[src/hw/charge_timing_pkg.sv]
/*
  Constants shared by the charge-timing edge-control block: the register
  offset, field positions, reset value and writable-bit mask.
  Assumes a byte-addressed register port with one aligned 32-bit word.
*/
package charge_timing_pkg;

  localparam int ADDR_W = 8;
  localparam logic [ADDR_W-1:0] CONTROL_OFFSET = 8'h00;

  localparam logic [31:0] CONTROL_RESET = 32'h0000_0000;
  // Bits 17, 16 and 14 do not exist and always read as zero.
  localparam logic [31:0] CONTROL_WRITE_MASK = 32'hFFFC_BFFF;

  localparam int FIRST_STATUS_BIT = 24;
  localparam int SECOND_STATUS_BIT = 25;
  localparam int SECOND_MODE_BIT = 23;
  localparam int SECOND_POLARITY_BIT = 22;
  localparam int SECOND_SELECT_MSB = 21;
  localparam int SECOND_SELECT_LSB = 18;
  localparam int MODULE_ENABLE_BIT = 15;
  localparam int STOP_WHEN_IDLE_BIT = 13;
  localparam int DELAY_GEN_BIT = 12;
  localparam int EDGE_PASS_BIT = 11;
  localparam int EDGE_ORDER_BIT = 10;
  localparam int CURRENT_GROUND_BIT = 9;
  localparam int TRIGGER_ENABLE_BIT = 8;

  // Source select codes.
  localparam logic [3:0] SEL_CAPTURE_4 = 4'hF;
  localparam logic [3:0] SEL_COMPARATOR_2 = 4'hE;
  localparam logic [3:0] SEL_COMPARATOR_1 = 4'hD;
  localparam logic [3:0] SEL_BUS_CLOCK = 4'hC;
  localparam logic [3:0] SEL_CAPTURE_3 = 4'hB;
  localparam logic [3:0] SEL_CAPTURE_2 = 4'hA;
  localparam logic [3:0] SEL_CAPTURE_1 = 4'h9;
  localparam logic [3:0] SEL_PIN_13 = 4'h8;
  localparam logic [3:0] SEL_PIN_9 = 4'h4;
  localparam logic [3:0] SEL_PIN_1 = 4'h3;
  localparam logic [3:0] SEL_PIN_2 = 4'h2;
  localparam logic [3:0] SEL_COMPARE_1 = 4'h1;
  localparam logic [3:0] SEL_TIMER_1 = 4'h0;

  function automatic logic control_hit(input logic [ADDR_W-1:0] addr);
    return addr == CONTROL_OFFSET;
  endfunction

endpackage

[src/hw/charge_timing_edge_control.sv]
/*
  Edge-control logic of the charge-timing unit: the control register,
  second-edge source selection, polarity and sampling mode, and the
  enable, idle-stop, edge-blocking and delay-generation controls.
  Assumes one 125 MHz clock, a single-cycle register port and an idle
  indication from the power controller on the same clock.
*/
// Overview of operation
// RULE1: Polarity bit clear responds to falling transitions of the source.
// RULE2: Polarity bit set responds to rising transitions of the source.
// RULE3: Bits 21..18 hold a four-bit second-edge source selector.
// RULE4: Codes 1111, 1110, 1101 pick capture 4, comparator 2, comparator 1.
// RULE5: Code 1100 routes the bus clock itself as the source; the code routes a register toggling every cycle instead.
// RULE6: Codes 1011, 1010, 1001 pick capture units 3, 2 and 1.
// RULE7: Codes 1000..0100 pick pins 13..9; 0011 pin 1; 0010 pin 2.
// RULE8: Code 0001 picks compare unit 1; code 0000 picks timer 1.
// RULE9: Bits 17, 16 and 14 read zero and ignore writes.
// RULE10: Bit 15 enables the unit; clear disables it.
// RULE11: Bit 13 set stops the unit while the device is idle.
// RULE12: Bit 12 enables edge delay generation.
// RULE13: Bit 11 clear blocks all edges; set lets them pass.
// RULE14: Software selects comparator 2 whenever delay generation is on.
// RULE15: Software discharges the sample capacitor via the ground bit.
// RULE16: Software keeps the converter sampling while grounding is active.
// RULE17: Second-edge status sets on a qualifying edge; software may write it.
// RULE18: With ordering on, a second edge needs a prior first edge.
// RULE19: Sampling-mode bit set means edge-sensitive, clear level-sensitive.
// RULE20: Disabled or blocked unit leaves status alone; writes still act.
// RULE21: Edge sources are resynchronised to the bus clock first.
`timescale 1ns/1ns
`default_nettype none
module charge_timing_edge_control (
  // Clock and reset
  input wire logic mclk_in,
  input wire logic rst_in,
  // Register port
  input wire logic [charge_timing_pkg::ADDR_W-1:0] addr_in,
  input wire logic [31:0] wdata_in,
  input wire logic wr_in,
  input wire logic rd_in,
  output logic [31:0] rdata_out,
  // Power state, same clock
  input wire logic idle_in,
  // First-edge event from the first-edge logic, same clock
  input wire logic first_edge_in,
  // Second-edge sources, asynchronous
  input wire logic capture_unit_4_event_in,
  input wire logic comparator_2_output_in,
  input wire logic comparator_1_output_in,
  input wire logic capture_unit_3_event_in,
  input wire logic capture_unit_2_event_in,
  input wire logic capture_unit_1_event_in,
  input wire logic edge_pin_13_in,
  input wire logic edge_pin_12_in,
  input wire logic edge_pin_11_in,
  input wire logic edge_pin_10_in,
  input wire logic edge_pin_9_in,
  input wire logic edge_pin_1_in,
  input wire logic edge_pin_2_in,
  input wire logic compare_unit_1_event_in,
  input wire logic first_timer_event_in,
  // Controls to the analog section
  output logic active_out,
  output logic delay_generation_out,
  output logic current_source_ground_out,
  output logic trigger_enable_out,
  output logic second_edge_status_out,
  output logic first_edge_status_out
);

  logic [31:0] ctl_r;
  logic [31:0] rdata_r;
  logic [15:0] meta_r;
  logic [15:0] sync_r;
  logic clk_image_r;
  logic prev_r;
  logic active_r;
  logic [15:0] raw;
  logic [15:0] sources;
  logic chosen;
  logic [3:0] second_edge_source_select;
  logic second_edge_polarity;
  logic second_edge_sampling_mode;
  logic edge_order_enforce;
  logic running;
  logic qualifies;
  logic order_ok;
  logic second_hit;
  logic first_hit;
  logic ctl_wr;

  assign second_edge_source_select =
    ctl_r[charge_timing_pkg::SECOND_SELECT_MSB:
          charge_timing_pkg::SECOND_SELECT_LSB];
  assign second_edge_polarity = ctl_r[charge_timing_pkg::SECOND_POLARITY_BIT];
  assign second_edge_sampling_mode = ctl_r[charge_timing_pkg::SECOND_MODE_BIT];
  assign edge_order_enforce = ctl_r[charge_timing_pkg::EDGE_ORDER_BIT];
  assign ctl_wr = wr_in && charge_timing_pkg::control_hit(addr_in);

  // Raw inputs in select-code order; slot 12 is unused here because the
  // bus clock has no pin and is replaced after synchronisation.
  assign raw = {capture_unit_4_event_in, comparator_2_output_in, // see RULE4
                comparator_1_output_in, 1'b0,
                capture_unit_3_event_in, capture_unit_2_event_in, // see RULE6
                capture_unit_1_event_in,
                edge_pin_13_in, edge_pin_12_in, edge_pin_11_in, // see RULE7
                edge_pin_10_in, edge_pin_9_in,
                edge_pin_1_in, edge_pin_2_in,
                compare_unit_1_event_in, first_timer_event_in}; // see RULE8

  // Two-stage synchroniser; only sync_r is looked at by logic.
  always_ff @(posedge mclk_in or posedge rst_in) begin
    if (rst_in) begin
      meta_r <= 16'h0000;
      sync_r <= 16'h0000;
    end else begin
      meta_r <= raw; // see RULE21
      sync_r <= meta_r; // see RULE21
    end
  end

  // The bus clock cannot be sampled by itself, so it is stood in for by
  // a register toggling every cycle: one rising and one falling edge per
  // two clock periods, the fastest pattern the detector can resolve.
  always_ff @(posedge mclk_in or posedge rst_in) begin
    if (rst_in) begin
      clk_image_r <= 1'b0;
    end else begin
      clk_image_r <= ~clk_image_r;
    end
  end

  assign sources = {sync_r[15:13], clk_image_r, sync_r[11:0]}; // see RULE5

  edge_source_mux #(
    .N(16)
  ) u_mux (
    .source_in(sources),
    .select_in(second_edge_source_select), // see RULE3
    .chosen_out(chosen)
  );

  always_ff @(posedge mclk_in or posedge rst_in) begin
    if (rst_in) begin
      prev_r <= 1'b0;
    end else begin
      prev_r <= chosen;
    end
  end

  // Unit runs when enabled, edges pass, and it is not stopped by idle.
  assign running = ctl_r[charge_timing_pkg::MODULE_ENABLE_BIT] && // see RULE10
    ctl_r[charge_timing_pkg::EDGE_PASS_BIT] && // see RULE13
    !(ctl_r[charge_timing_pkg::STOP_WHEN_IDLE_BIT] && idle_in); // see RULE11

  always_comb begin
    if (second_edge_sampling_mode) begin // see RULE19
      qualifies = second_edge_polarity ? (chosen && !prev_r) // see RULE2
                                       : (!chosen && prev_r); // see RULE1
    end else begin
      qualifies = second_edge_polarity ? chosen : !chosen;
    end
  end

  assign order_ok = !edge_order_enforce || // see RULE18
    ctl_r[charge_timing_pkg::FIRST_STATUS_BIT];
  assign second_hit = running && qualifies && order_ok; // see RULE20
  assign first_hit = running && first_edge_in;

  // Control register.  A hardware set wins over a software clear that
  // lands in the same cycle, so no edge is lost.
  always_ff @(posedge mclk_in or posedge rst_in) begin
    if (rst_in) begin
      ctl_r <= charge_timing_pkg::CONTROL_RESET;
    end else begin
      if (ctl_wr) begin
        ctl_r <= wdata_in & charge_timing_pkg::CONTROL_WRITE_MASK; // see RULE9
      end
      ctl_r[charge_timing_pkg::SECOND_STATUS_BIT] <= second_hit || // see RULE17
        (ctl_wr ? wdata_in[charge_timing_pkg::SECOND_STATUS_BIT]
                : ctl_r[charge_timing_pkg::SECOND_STATUS_BIT]);
      ctl_r[charge_timing_pkg::FIRST_STATUS_BIT] <= first_hit ||
        (ctl_wr ? wdata_in[charge_timing_pkg::FIRST_STATUS_BIT]
                : ctl_r[charge_timing_pkg::FIRST_STATUS_BIT]);
    end
  end

  // Read data stand for one cycle only; unmapped addresses read zero.
  always_ff @(posedge mclk_in or posedge rst_in) begin
    if (rst_in) begin
      rdata_r <= 32'h0000_0000;
    end else if (rd_in && charge_timing_pkg::control_hit(addr_in)) begin
      rdata_r <= ctl_r;
    end else begin
      rdata_r <= 32'h0000_0000;
    end
  end

  always_ff @(posedge mclk_in or posedge rst_in) begin
    if (rst_in) begin
      active_r <= 1'b0;
    end else begin
      active_r <= ctl_r[charge_timing_pkg::MODULE_ENABLE_BIT] && // see RULE10
        !(ctl_r[charge_timing_pkg::STOP_WHEN_IDLE_BIT] && idle_in); // see RULE11
    end
  end

  assign rdata_out = rdata_r;
  assign active_out = active_r;
  // Delay generation expects comparator 2 as source; software sets that.
  assign delay_generation_out = ctl_r[charge_timing_pkg::DELAY_GEN_BIT]; // see RULE12
  assign current_source_ground_out = // see RULE15
    ctl_r[charge_timing_pkg::CURRENT_GROUND_BIT];
  assign trigger_enable_out = ctl_r[charge_timing_pkg::TRIGGER_ENABLE_BIT];
  assign second_edge_status_out = ctl_r[charge_timing_pkg::SECOND_STATUS_BIT];
  assign first_edge_status_out = ctl_r[charge_timing_pkg::FIRST_STATUS_BIT];
endmodule
`default_nettype wire

[src/hw/edge_source_mux.sv]
/*
  Sixteen-to-one selector for the second-edge source.
  Assumes every input is already in the bus clock domain.
*/
`timescale 1ns/1ns
`default_nettype none
module edge_source_mux #(
  parameter int N = 16
) (
  // Candidate sources, indexed by select code
  input wire logic [N-1:0] source_in,
  input wire logic [$clog2(N)-1:0] select_in,
  // Chosen source
  output logic chosen_out
);

  assign chosen_out = source_in[select_in];

endmodule
`default_nettype wire

[config.mk]
export PLATFORM = sky130hd
export DESIGN_NAME = charge_timing_edge_control
export DESIGN_NICKNAME = d
export VERILOG_FILES = /design/src/hw/charge_timing_pkg.sv /design/src/hw/charge_timing_edge_control.sv /design/src/hw/edge_source_mux.sv
export SDC_FILE = /design/constraint.sdc
export NUM_CORES = 1
export LEC_CHECK = 0
export BUFFER_PORTS_ARGS = -buffer_cell sky130_fd_sc_hd__buf_2
export CAP_MARGIN = 0
export CORE_MARGIN = 2
export CORE_UTILIZATION = 40
export CTS_CLUSTER_SIZE = 25
export DETAILED_ROUTE_END_ITERATION = 16
export PLACE_DENSITY = 0.74
export SYNTH_ARGS = -nofsm -noshare
export SYNTH_HDL_FRONTEND = slang
export SYNTH_HIERARCHICAL = 1
export SYNTH_SLANG_ARGS = --single-unit
[constraint.sdc]
create_clock -name mclk_in -period 2.72 [get_ports mclk_in]
set_input_delay 0 -clock mclk_in [delete_from_list [all_inputs] [get_ports mclk_in]]
set_output_delay 0 -clock mclk_in [all_outputs]
set_load 0.1 [all_outputs]
* Yosys cells after proc, flatten, opt, wreduce, memory -nomap -nowiden
Cells that the tools add are included.
** Word-level totals
- Bits in registers :: 94
- Input port bits :: 61
- Output and inout bits :: 38
- Logic and storage cells :: 37
** Cells by class
- Order comparisons :: 1
- Muxes and demuxes :: 8
- Bitwise logic cells :: 1
- Reduce and logical (&&, ||, !) cells :: 19
** Operators by type and width (count)
- 32-bit two-way mux :: 1
- 1-bit logical AND :: 11
- 8-bit zero test :: 1
- 1-bit two-way mux :: 6
- 4-bit by 5-bit < comparator with 1-bit output, second input constant :: 1
- 1-bit binary-select mux with 4-bit select :: 1
- 1-bit zero test :: 4
- 1-bit logical OR :: 3
- 1-bit inverter :: 1

* Logic depth before layout (Yosys ltp)
Gate-level depths: netlist of run 1.
- Word-level depth :: 9
- Mapped depth :: 6
- Gate-level depth less buffers :: 6

* Cells and area by module
Netlist of run 1, hierarchy kept.
** By module, submodules not included
- charge_timing_edge_control :: times used 1, cells an instance 177, area each 3002.9 um2, sequential area each 2277.2 um2
- edge_source_mux :: times used 1, cells an instance 7, area each 135.1 um2, sequential area each 0.0 um2

* Least setup slack after synthesis of run 1
OpenSTA, ideal clock, no wires.
- Kind :: reg2reg
- From :: register ctl_r[18]
- To :: register ctl_r[25]
- Library setup time :: 0.139 ns
- Arrival time :: 1.623 ns
- Required time :: 2.581 ns
- Path slack :: 0.958 ns
- Cell stages (with the launch flop) :: 7
- Path buffers :: 0
- Period minus slack after synthesis :: 1.762 ns
- Cells stage by stage :: dfrtp_1 -> mux4_1 -> mux2i_1 -> mux2i_1 -> a21boi_0 -> a22oi_1 -> o221ai_1
** On the way
- Longest elaborated chain between the ends :: 9
- Elaborated cells on any way between the ends :: 11
- Classes of those cells :: mux (5); reduce/logical (6)
** RTL lines
- start: declaration :: line charge_timing_edge_control.sv:71 : logic [31:0] ctl_r;
- start signal: assignment :: line charge_timing_edge_control.sv:174 : ctl_r <= charge_timing_pkg::CONTROL_RESET;
- start signal: assignment :: line charge_timing_edge_control.sv:177 : ctl_r <= wdata_in & charge_timing_pkg::CONTROL_WRITE_MASK;
- start signal: indexed assignment :: line charge_timing_edge_control.sv:179 : ctl_r[charge_timing_pkg::SECOND_STATUS_BIT] <= second_hit ||
- 1-bit binary-select mux with 4-bit select * :: line edge_source_mux.sv:17 : assign chosen_out = source_in[select_in];
- 1-bit two-way mux (implied by the code) * :: line edge_source_mux.sv:17
- via chosen :: line charge_timing_edge_control.sv:80 : logic chosen;
- 1-bit zero test :: line charge_timing_edge_control.sv:159, charge_timing_edge_control.sv:161
- 1-bit logical AND :: line charge_timing_edge_control.sv:159 : : (!chosen && prev_r);
- 1-bit two-way mux :: line charge_timing_edge_control.sv:158 : qualifies = second_edge_polarity ? (chosen && !prev_r)
- 1-bit two-way mux * :: line charge_timing_edge_control.sv:157 : if (second_edge_sampling_mode) begin
- 1-bit logical AND * (2 in a row) :: line charge_timing_edge_control.sv:167 : assign second_hit = running && qualifies && order_ok;
- 1-bit logical OR * :: line charge_timing_edge_control.sv:179
The timed path passes the listed nets; every way through them passes the cells marked *. The select of a mux whose other input is x is not followed.
A chain may end at the register's enable or synchronous reset.

* Final worst setup path of run 1
- From :: register ctl_r[15]
- To :: register ctl_r[24]
** On the way
- Longest elaborated chain between the ends :: 4
** RTL lines
- 1-bit logical AND :: line charge_timing_edge_control.sv:152 : assign running = ctl_r[charge_timing_pkg::MODULE_ENABLE_BIT] &&
- 1-bit logical AND :: line charge_timing_edge_control.sv:153 : ctl_r[charge_timing_pkg::EDGE_PASS_BIT] &&
- 1-bit logical AND :: line charge_timing_edge_control.sv:168 : assign first_hit = running && first_edge_in;
- 1-bit logical OR :: line charge_timing_edge_control.sv:182 : ctl_r[charge_timing_pkg::FIRST_STATUS_BIT] <= first_hit ||
Every way passes these cells.

==> results of run 1 <==
-- through the flow --
stage,instance area (sq um),utilization,total power [mW],setup slack [ps],instances
final,4360,0.570,2.53,356,437
after global routing,4360,0.570,2.65,206,437
after CTS,4360,0.570,2.56,395,436
after detailed placement,3680,0.482,1.63,662,372
after global placement,3680,0.482,1.63,751,372
after floorplan,3150,-,1.57,356,186
-- state kept, by name, summed over array words and instances, names as in the netlist --
signal and count:
rdata_out 29, prev_r 1, active_out 1, ctl_r 29, clk_image_r 1, meta_r 15, sync_r 15
-- cells by family after synthesis --
logic type / count (synthesis)
multiplexers: 35
AND/OR/NAND/NOR: 37
AO/OA/AOI/OAI: 7
flip-flops: 91
buffers and inverters: 13
other: 1
-- worst max-delay path, delay by kind of cell (launching register included) --
| kind | cells | cell delay [ps] |
|---|---|---|
| buffers and inverters | 2 | 1140 |
| muxes | 1 | 130 |
| DFF | 1 | 400 |
| AOI/OAI and AO/OA | 2 | 630 |
-- timing repair --
action                                 CTS  global route
hold buffers                            48             0
setup buffers                            0             0
endpoints found under the hold margin  136             0
-- placed cells by master, fill, tap and decap left out --
cell | synthesis | layout
inv_1 | 4 | 3
mux2_4 | 10 | 10
conb_1 | 1 | 3
a31o_2 | 1 | 1
dfrtp_1 | 91 | 91
inv_4 | 0 | 1
nor2_1 | 1 | 1
and2_1 | 29 | 29
a31oi_1 | 2 | 2
buf_2 | 2 | 92
nand3_2 | 0 | 1
and3_1 | 1 | 1
mux4_1 | 4 | 4
clkinvlp_4 | 0 | 1
inv_6 | 0 | 2
mux2i_1 | 4 | 4
clkinv_4 | 0 | 1
buf_4 | 3 | 1
nand3_1 | 2 | 1
inv_8 | 0 | 2
a21boi_0 | 2 | 2
nand2b_1 | 2 | 2
a22oi_1 | 1 | 1
mux2_2 | 17 | 17
clkbuf_8 | 0 | 10
o221ai_1 | 1 | 1
diode_2 | 0 | 1
dlygate4sd3_1 | 0 | 48
nor4_2 | 2 | 2
-- layout make-up --
type,count,area (sq um),area share
inverters,4,17.5,0.00402
clock buffers,10,138,0.0316
diodes,1,2.50,0.000574
flip-flops and latches,91,2280,0.522
multi-input cells,82,795,0.182
clock inverters,6,56.3,0.0129
well taps,102,128,0.0293
repair buffers,141,948,0.217
-- layer usage --
metal	vias up	part of all wire	global-route usage	routed length (um)
met5	-	0	0	0
met4	0	0.020	0.0784	118
met3	10	0.065	0.0399	381
met2	73	0.50	0.248	2940
met1	905	0.41	0.179	2400
li1	909	-	-	-
-- where the power goes --
part / internal, mW / switching [mW] / total (mW)
registers: 1.40 / 0.0232 / 1.42
logic: 0.113 / 0.124 / 0.238
clock network: 0.378 / 0.497 / 0.875
-- how the worst max path moves through the flow --
stage	from	endpoint	slack (ps)	cells past startpoint
CTS	ctl_r[15]	ctl_r[24]	400	5
detailed placement	ctl_r[18]	ctl_r[25]	660	6
floorplan	rst_in	active_out	360	1
finish	ctl_r[15]	ctl_r[24]	360	5
global route	ctl_r[15]	ctl_r[24]	210	5
global placement	ctl_r[18]	ctl_r[25]	750	6
==> impl_metrics.py, run 1 <==
metrics = {
    "worst_setup_path": {
        "rrSetupSlack_ps": 360,
        "crit_path_end_kind": "register",
        "cp_common_cell": "dlygate4sd3_1",
        "critPathSlowestCell": "dlygate4sd3_1",
        "cp_max_fo": 4,
        "startpoint_type": "register",
        "r2r_end": "ctl_r[24]",
        "r2r-start": "ctl_r[15]",
        "crit_chain": "a21boi_0, a31oi_1, dlygate4sd3_1, mux2i_1, dlygate4sd3_1",
        "reg2reg_depth": 5,
        "cp_data_arrival_time_ps": 2650,
        "critPathKind": "register to register",
        "max_stage_delay_ps": 580,
        "critPathRequiredTime_ps": 3010,
    },
    "synthesis": {
        "synth_area_leaders": "dfrtp_1, mux2_2, and2_1, mux2_4, mux4_1",
        "synth_mux_area_frac": 0.155,
        "synth_top_area_share": 0.726,
        "async_flop_share": 1.00,
        "synth_top_family_by_area": "multiplexers",
        "synth_compound_area_frac": 0.0167,
        "post-synth-top-count-cell": "dfrtp_1",
        "ys_top_cells_by_count": "dfrtp_1, and2_1, mux2_2",
        "synth-simple-area-share": 0.0762,
        "ys_seq_elements": 91,
        "yosysSeqAreaShare": 0.726,
        "yosysTopAreaCell": "dfrtp_1",
        "avgSynthCellArea_sq_um": 17.1,
        "yosys.area_share.xor_xnor": 0,
        "yosysWarnings": 6,
        "postSynthCellCount": 184,
        "ys.flop_type": "dfrtp_1",
        "synth_area_sq_um": 3140,
        "synthAdderAreaFrac": 0,
        "synth.distinct_cells": 23,
        "synth_edf_count": 0,
    },
    "floorplan": {
        "die_y_um": 92.6,
        "start_util": 0.410,
        "die_w_um": 92.6,
        "dieArea_sq_um": 8570,
        "io_pins": 99,
        "rows": 32,
        "core_sq_um": 7650,
    },
    "timing": {
        "rsz0062_at_grt": "no",
        "finalCritPeriodShare": 0.869,
        "fin_crit_ps": 2360,
        "drv_slew": 0,
        "fin_skew_ps": 11.4,
        "tightest_slew_ps": 1040,
        "setup-violations-final": 0,
        "hold_slack_ps": 43.1,
        "maxSlewHeadroom": 0.303,
        "final_hold_viol_count": 0,
        "fmax_mhz": 423,
        "tns_ps": 0,
    },
    "final_layout": {
        "num-fill-cells": 627,
        "nNetsFinal": 390,
        "drive_above_1_share": 0.422,
        "synthToLayoutAreaGrowth_pct": 39.0,
    },
    "detailed_routing": {
        "first_iter_violations": 53,
        "avgRoutedWirePerCell_um": 13.4,
        "drt.antenna.violating_nets": 0,
        "finalWirelength_um": 5840,
        "vias_per_cell": 4.34,
        "vias": 1897,
        "drc": 0,
        "firstDrtPassIters": 4,
    },
    "global_route": {
        "grt_max_degree": 92,
        "grt_pass1_vias": 2009,
        "grt_usage": 0.150,
        "grt_pass1_wl_um": 9540,
        "antenna_found_initial": 1,
        "grt_overflow": 0,
    },
    "power_and_ir_drop": {
        "p_per_area_nw_per_um2": 581,
        "vdd_drop_max_mv": 0.320,
        "p_leak_nw": 2.30,
    },
    "place": {
        "gp_congestion": 0.667,
        "hpwl_um": 3580,
        "port_buffers": 92,
    },
    "clocking": {
        "clk_latency_ps": 350,
        "cts_num_sinks": 91,
        "cts_tree": "yes",
        "path_clk_slew_ps": 90,
        "h-tree-depth": 3,
        "clockRootBuffer": "clkbuf_8",
        "cts_buffers": 9,
        "cts_buffer_depth": 2,
        "post_cts_resized": 0,
    },
    "run": {
        "drv_cap": 0,
    },
    "worst_hold_path": {
        "hold-path-endpoint": "ctl_r[25]",
        "hold_depth": 3,
        "min_path_type": "input pin to register",
        "worstHoldStart": "wr_in",
    },
    "status": {
        "status": "finished, final reports clean",
    },
}
Note: power is estimated with default switching activity, not from simulation.
==> inputs of run 2 (changes only) <==
--- a/config.mk
+++ b/config.mk
@@ -14,5 +14,4 @@
 export PLACE_DENSITY = 0.74
 export SYNTH_ARGS = -nofsm -noshare
 export SYNTH_HDL_FRONTEND = slang
-export SYNTH_HIERARCHICAL = 1
 export SYNTH_SLANG_ARGS = --single-unit
==> constraint.sdc (replaced) <==
create_clock -name mclk_in -period 2.72 [get_ports mclk_in]
set_input_delay 0.544 -clock mclk_in [delete_from_list [all_inputs] [get_ports mclk_in]]
set_output_delay 0.544 -clock mclk_in [all_outputs]
set_load 0.1 [all_outputs]
==> run 2 against run 1 <==
Synthesized area down 1.5%. Power down 4.1%. Die area down 1.4%. Via count down 8.2%. Sequential power about the same. Final cell count down 10%. Clock skew down 1.5 ps. Utilization down 6.4 points. Critical path depth down 1. Fmax up 31%. Clock power down 5.0%. Critical path type unchanged.
==> impl_metrics.py, run 2 <==
metrics = {
    "floorplan": {
        "start_util": 0.406,
        "die_w_um": 91.9,
        "rows": 32,
        "dieArea_sq_um": 8450,
        "core_sq_um": 7610,
        "die_y_um": 91.9,
        "io_pins": 99,
    },
    "status": {
        "status": "finished, final reports clean",
    },
    "global_route": {
        "antenna_found_initial": 0,
        "grt_pass1_vias": 1816,
        "grt_pass1_wl_um": 8760,
        "grt_overflow": 0,
        "grt_usage": 0.139,
        "grt_max_degree": 92,
    },
    "timing": {
        "final_hold_viol_count": 0,
        "drv_slew": 0,
        "finalCritPeriodShare": 0.663,
        "fin_skew_ps": 9.90,
        "fmax_mhz": 554,
        "rsz0062_at_grt": "no",
        "setup-violations-final": 0,
        "fin_crit_ps": 1800,
        "tns_ps": 0,
    },
    "final_layout": {
        "final_cell_mix": "buf_2, dfrtp_1, and2_1",
        "final_util": 0.506,
        "diodes": 0,
        "synthToLayoutAreaGrowth_pct": 24.7,
        "final_common_cell": "buf_2",
        "drive_above_1_share": 0.459,
        "stdcell_area_sq_um": 3850,
        "nNetsFinal": 347,
    },
    "worst_setup_path": {
        "critPathKind": "register to register",
        "crit_path_end_kind": "register",
        "cp_data_arrival_time_ps": 2080,
        "startpoint_type": "register",
        "critPathRequiredTime_ps": 3000,
        "cp_max_fo": 6,
    },
    "place": {
        "gp_congestion": 0.726,
        "port_buffers": 92,
        "hpwl_um": 3680,
        "place_area_sq_um": 3670,
    },
    "synthesis": {
        "synth_area_leaders": "dfrtp_1, and2_1, mux2_2, mux2_1, mux4_2",
        "synth_top_area_share": 0.737,
        "ys_top_cells_by_count": "dfrtp_1, and2_1, mux2_2",
        "ys_seq_elements": 91,
        "post-synth-top-count-cell": "dfrtp_1",
        "yosysWarnings": 0,
        "yosysSeqAreaShare": 0.737,
        "postSynthCellCount": 188,
        "ys.flop_type": "dfrtp_1",
        "synth.distinct_cells": 26,
        "avgSynthCellArea_sq_um": 16.4,
        "async_flop_share": 1.00,
        "synth_edf_count": 0,
        "synth_area_sq_um": 3090,
        "yosysTopAreaCell": "dfrtp_1",
    },
    "clocking": {
        "post_cts_resized": 0,
        "clockRootBuffer": "clkbuf_8",
        "clk_latency_ps": 350,
        "h-tree-depth": 3,
        "post-cts-setup-buffers": 0,
        "cts_num_sinks": 91,
        "cts_buffer_depth": 2,
        "cts_buffers": 9,
        "path_clk_slew_ps": 90,
        "cts_hold_buf": 0,
        "cts_tree": "yes",
    },
    "power_and_ir_drop": {
        "vdd_drop_max_mv": 0.417,
        "p_per_area_nw_per_um2": 631,
        "p_leak_nw": 2.09,
        "power.total_mw": 2.43,
    },
    "detailed_routing": {
        "wl_met3_um": 376,
        "finalWirelength_um": 5380,
        "met1_length_um": 2220,
        "vias_per_cell": 4.44,
        "drt.antenna.violating_nets": 0,
        "vias": 1742,
        "route.met2.wl_um": 2700,
        "drc": 0,
        "firstDrtPassIters": 3,
        "top_layer": "met4",
        "first_iter_violations": 51,
        "avgRoutedWirePerCell_um": 13.7,
    },
    "worst_hold_path": {
        "min_path_type": "input pin to register",
    },
    "run": {
        "drv_cap": 0,
    },
}
## run 2: power breakdown
part | switching (mW) | internal, mW | total, mW
Combinational | 0.112 | 0.0660 | 0.178
Sequential | 0.0231 | 1.40 | 1.42
Clock | 0.487 | 0.344 | 0.831
## run 2: cells by family (layout without fill, tap and decap cells)
family	count (synthesis)	in the layout	share of synthesized area
AO/OA/AOI/OAI	7	7	0.0178
buffers and inverters	13	113	0.0227
flip-flops	91	91	0.737
multiplexers	33	33	0.134
other	1	3	0.00121
AND/OR/NAND/NOR	43	43	0.0874
## run 2: metal layers
layer	vias to the layer above	GRT usage
met4	0	0.0522
li1	818	-
met1	863	0.161
met5	-	0
met3	5	0.0608
met2	56	0.227
## run 2: final timing paths
check / from / endpoint / slack [ps] / cells past startpoint
max: ctl_r[18] / ctl_r[25] / 920 / 4
min: comparator_2_output_in / meta_r[14] / 290 / 1
max reg2reg: ctl_r[18] / ctl_r[25] / 920 / 4
min reg2reg: meta_r[3] / sync_r[3] / 360 / 0
max in group asynchronous: rst_in / rdata_out[28] / 2060 / 3
min in group asynchronous: rst_in / ctl_r[12] / 320 / 3
## run 2: area by class of cell
type | count | area (sq um)
multi-input cells | 86 | 756
inverters | 3 | 15.0
clock inverters | 6 | 57.6
clock buffers | 9 | 124
flip-flops and latches | 91 | 2280
fillers | 675 | 3750
well taps | 102 | 128
repair buffers | 95 | 495
## run 2: metrics by stage
stage	cells	hold WS (ps)	setup WS (ps)
2_1_floorplan	190	331	944
3_3_place_gp	377	334	825
3_5_place_dp	377	339	766
4_1_cts	392	274	873
5_1_grt	392	251	823
6_report	392	290	916
## run 2: critical path, cell delays in order (launching register included)
cell      delay [ps]
dfrtp_1          530
mux4_2           560
a22o_1           240
or2_4            240
o211ai_2         160
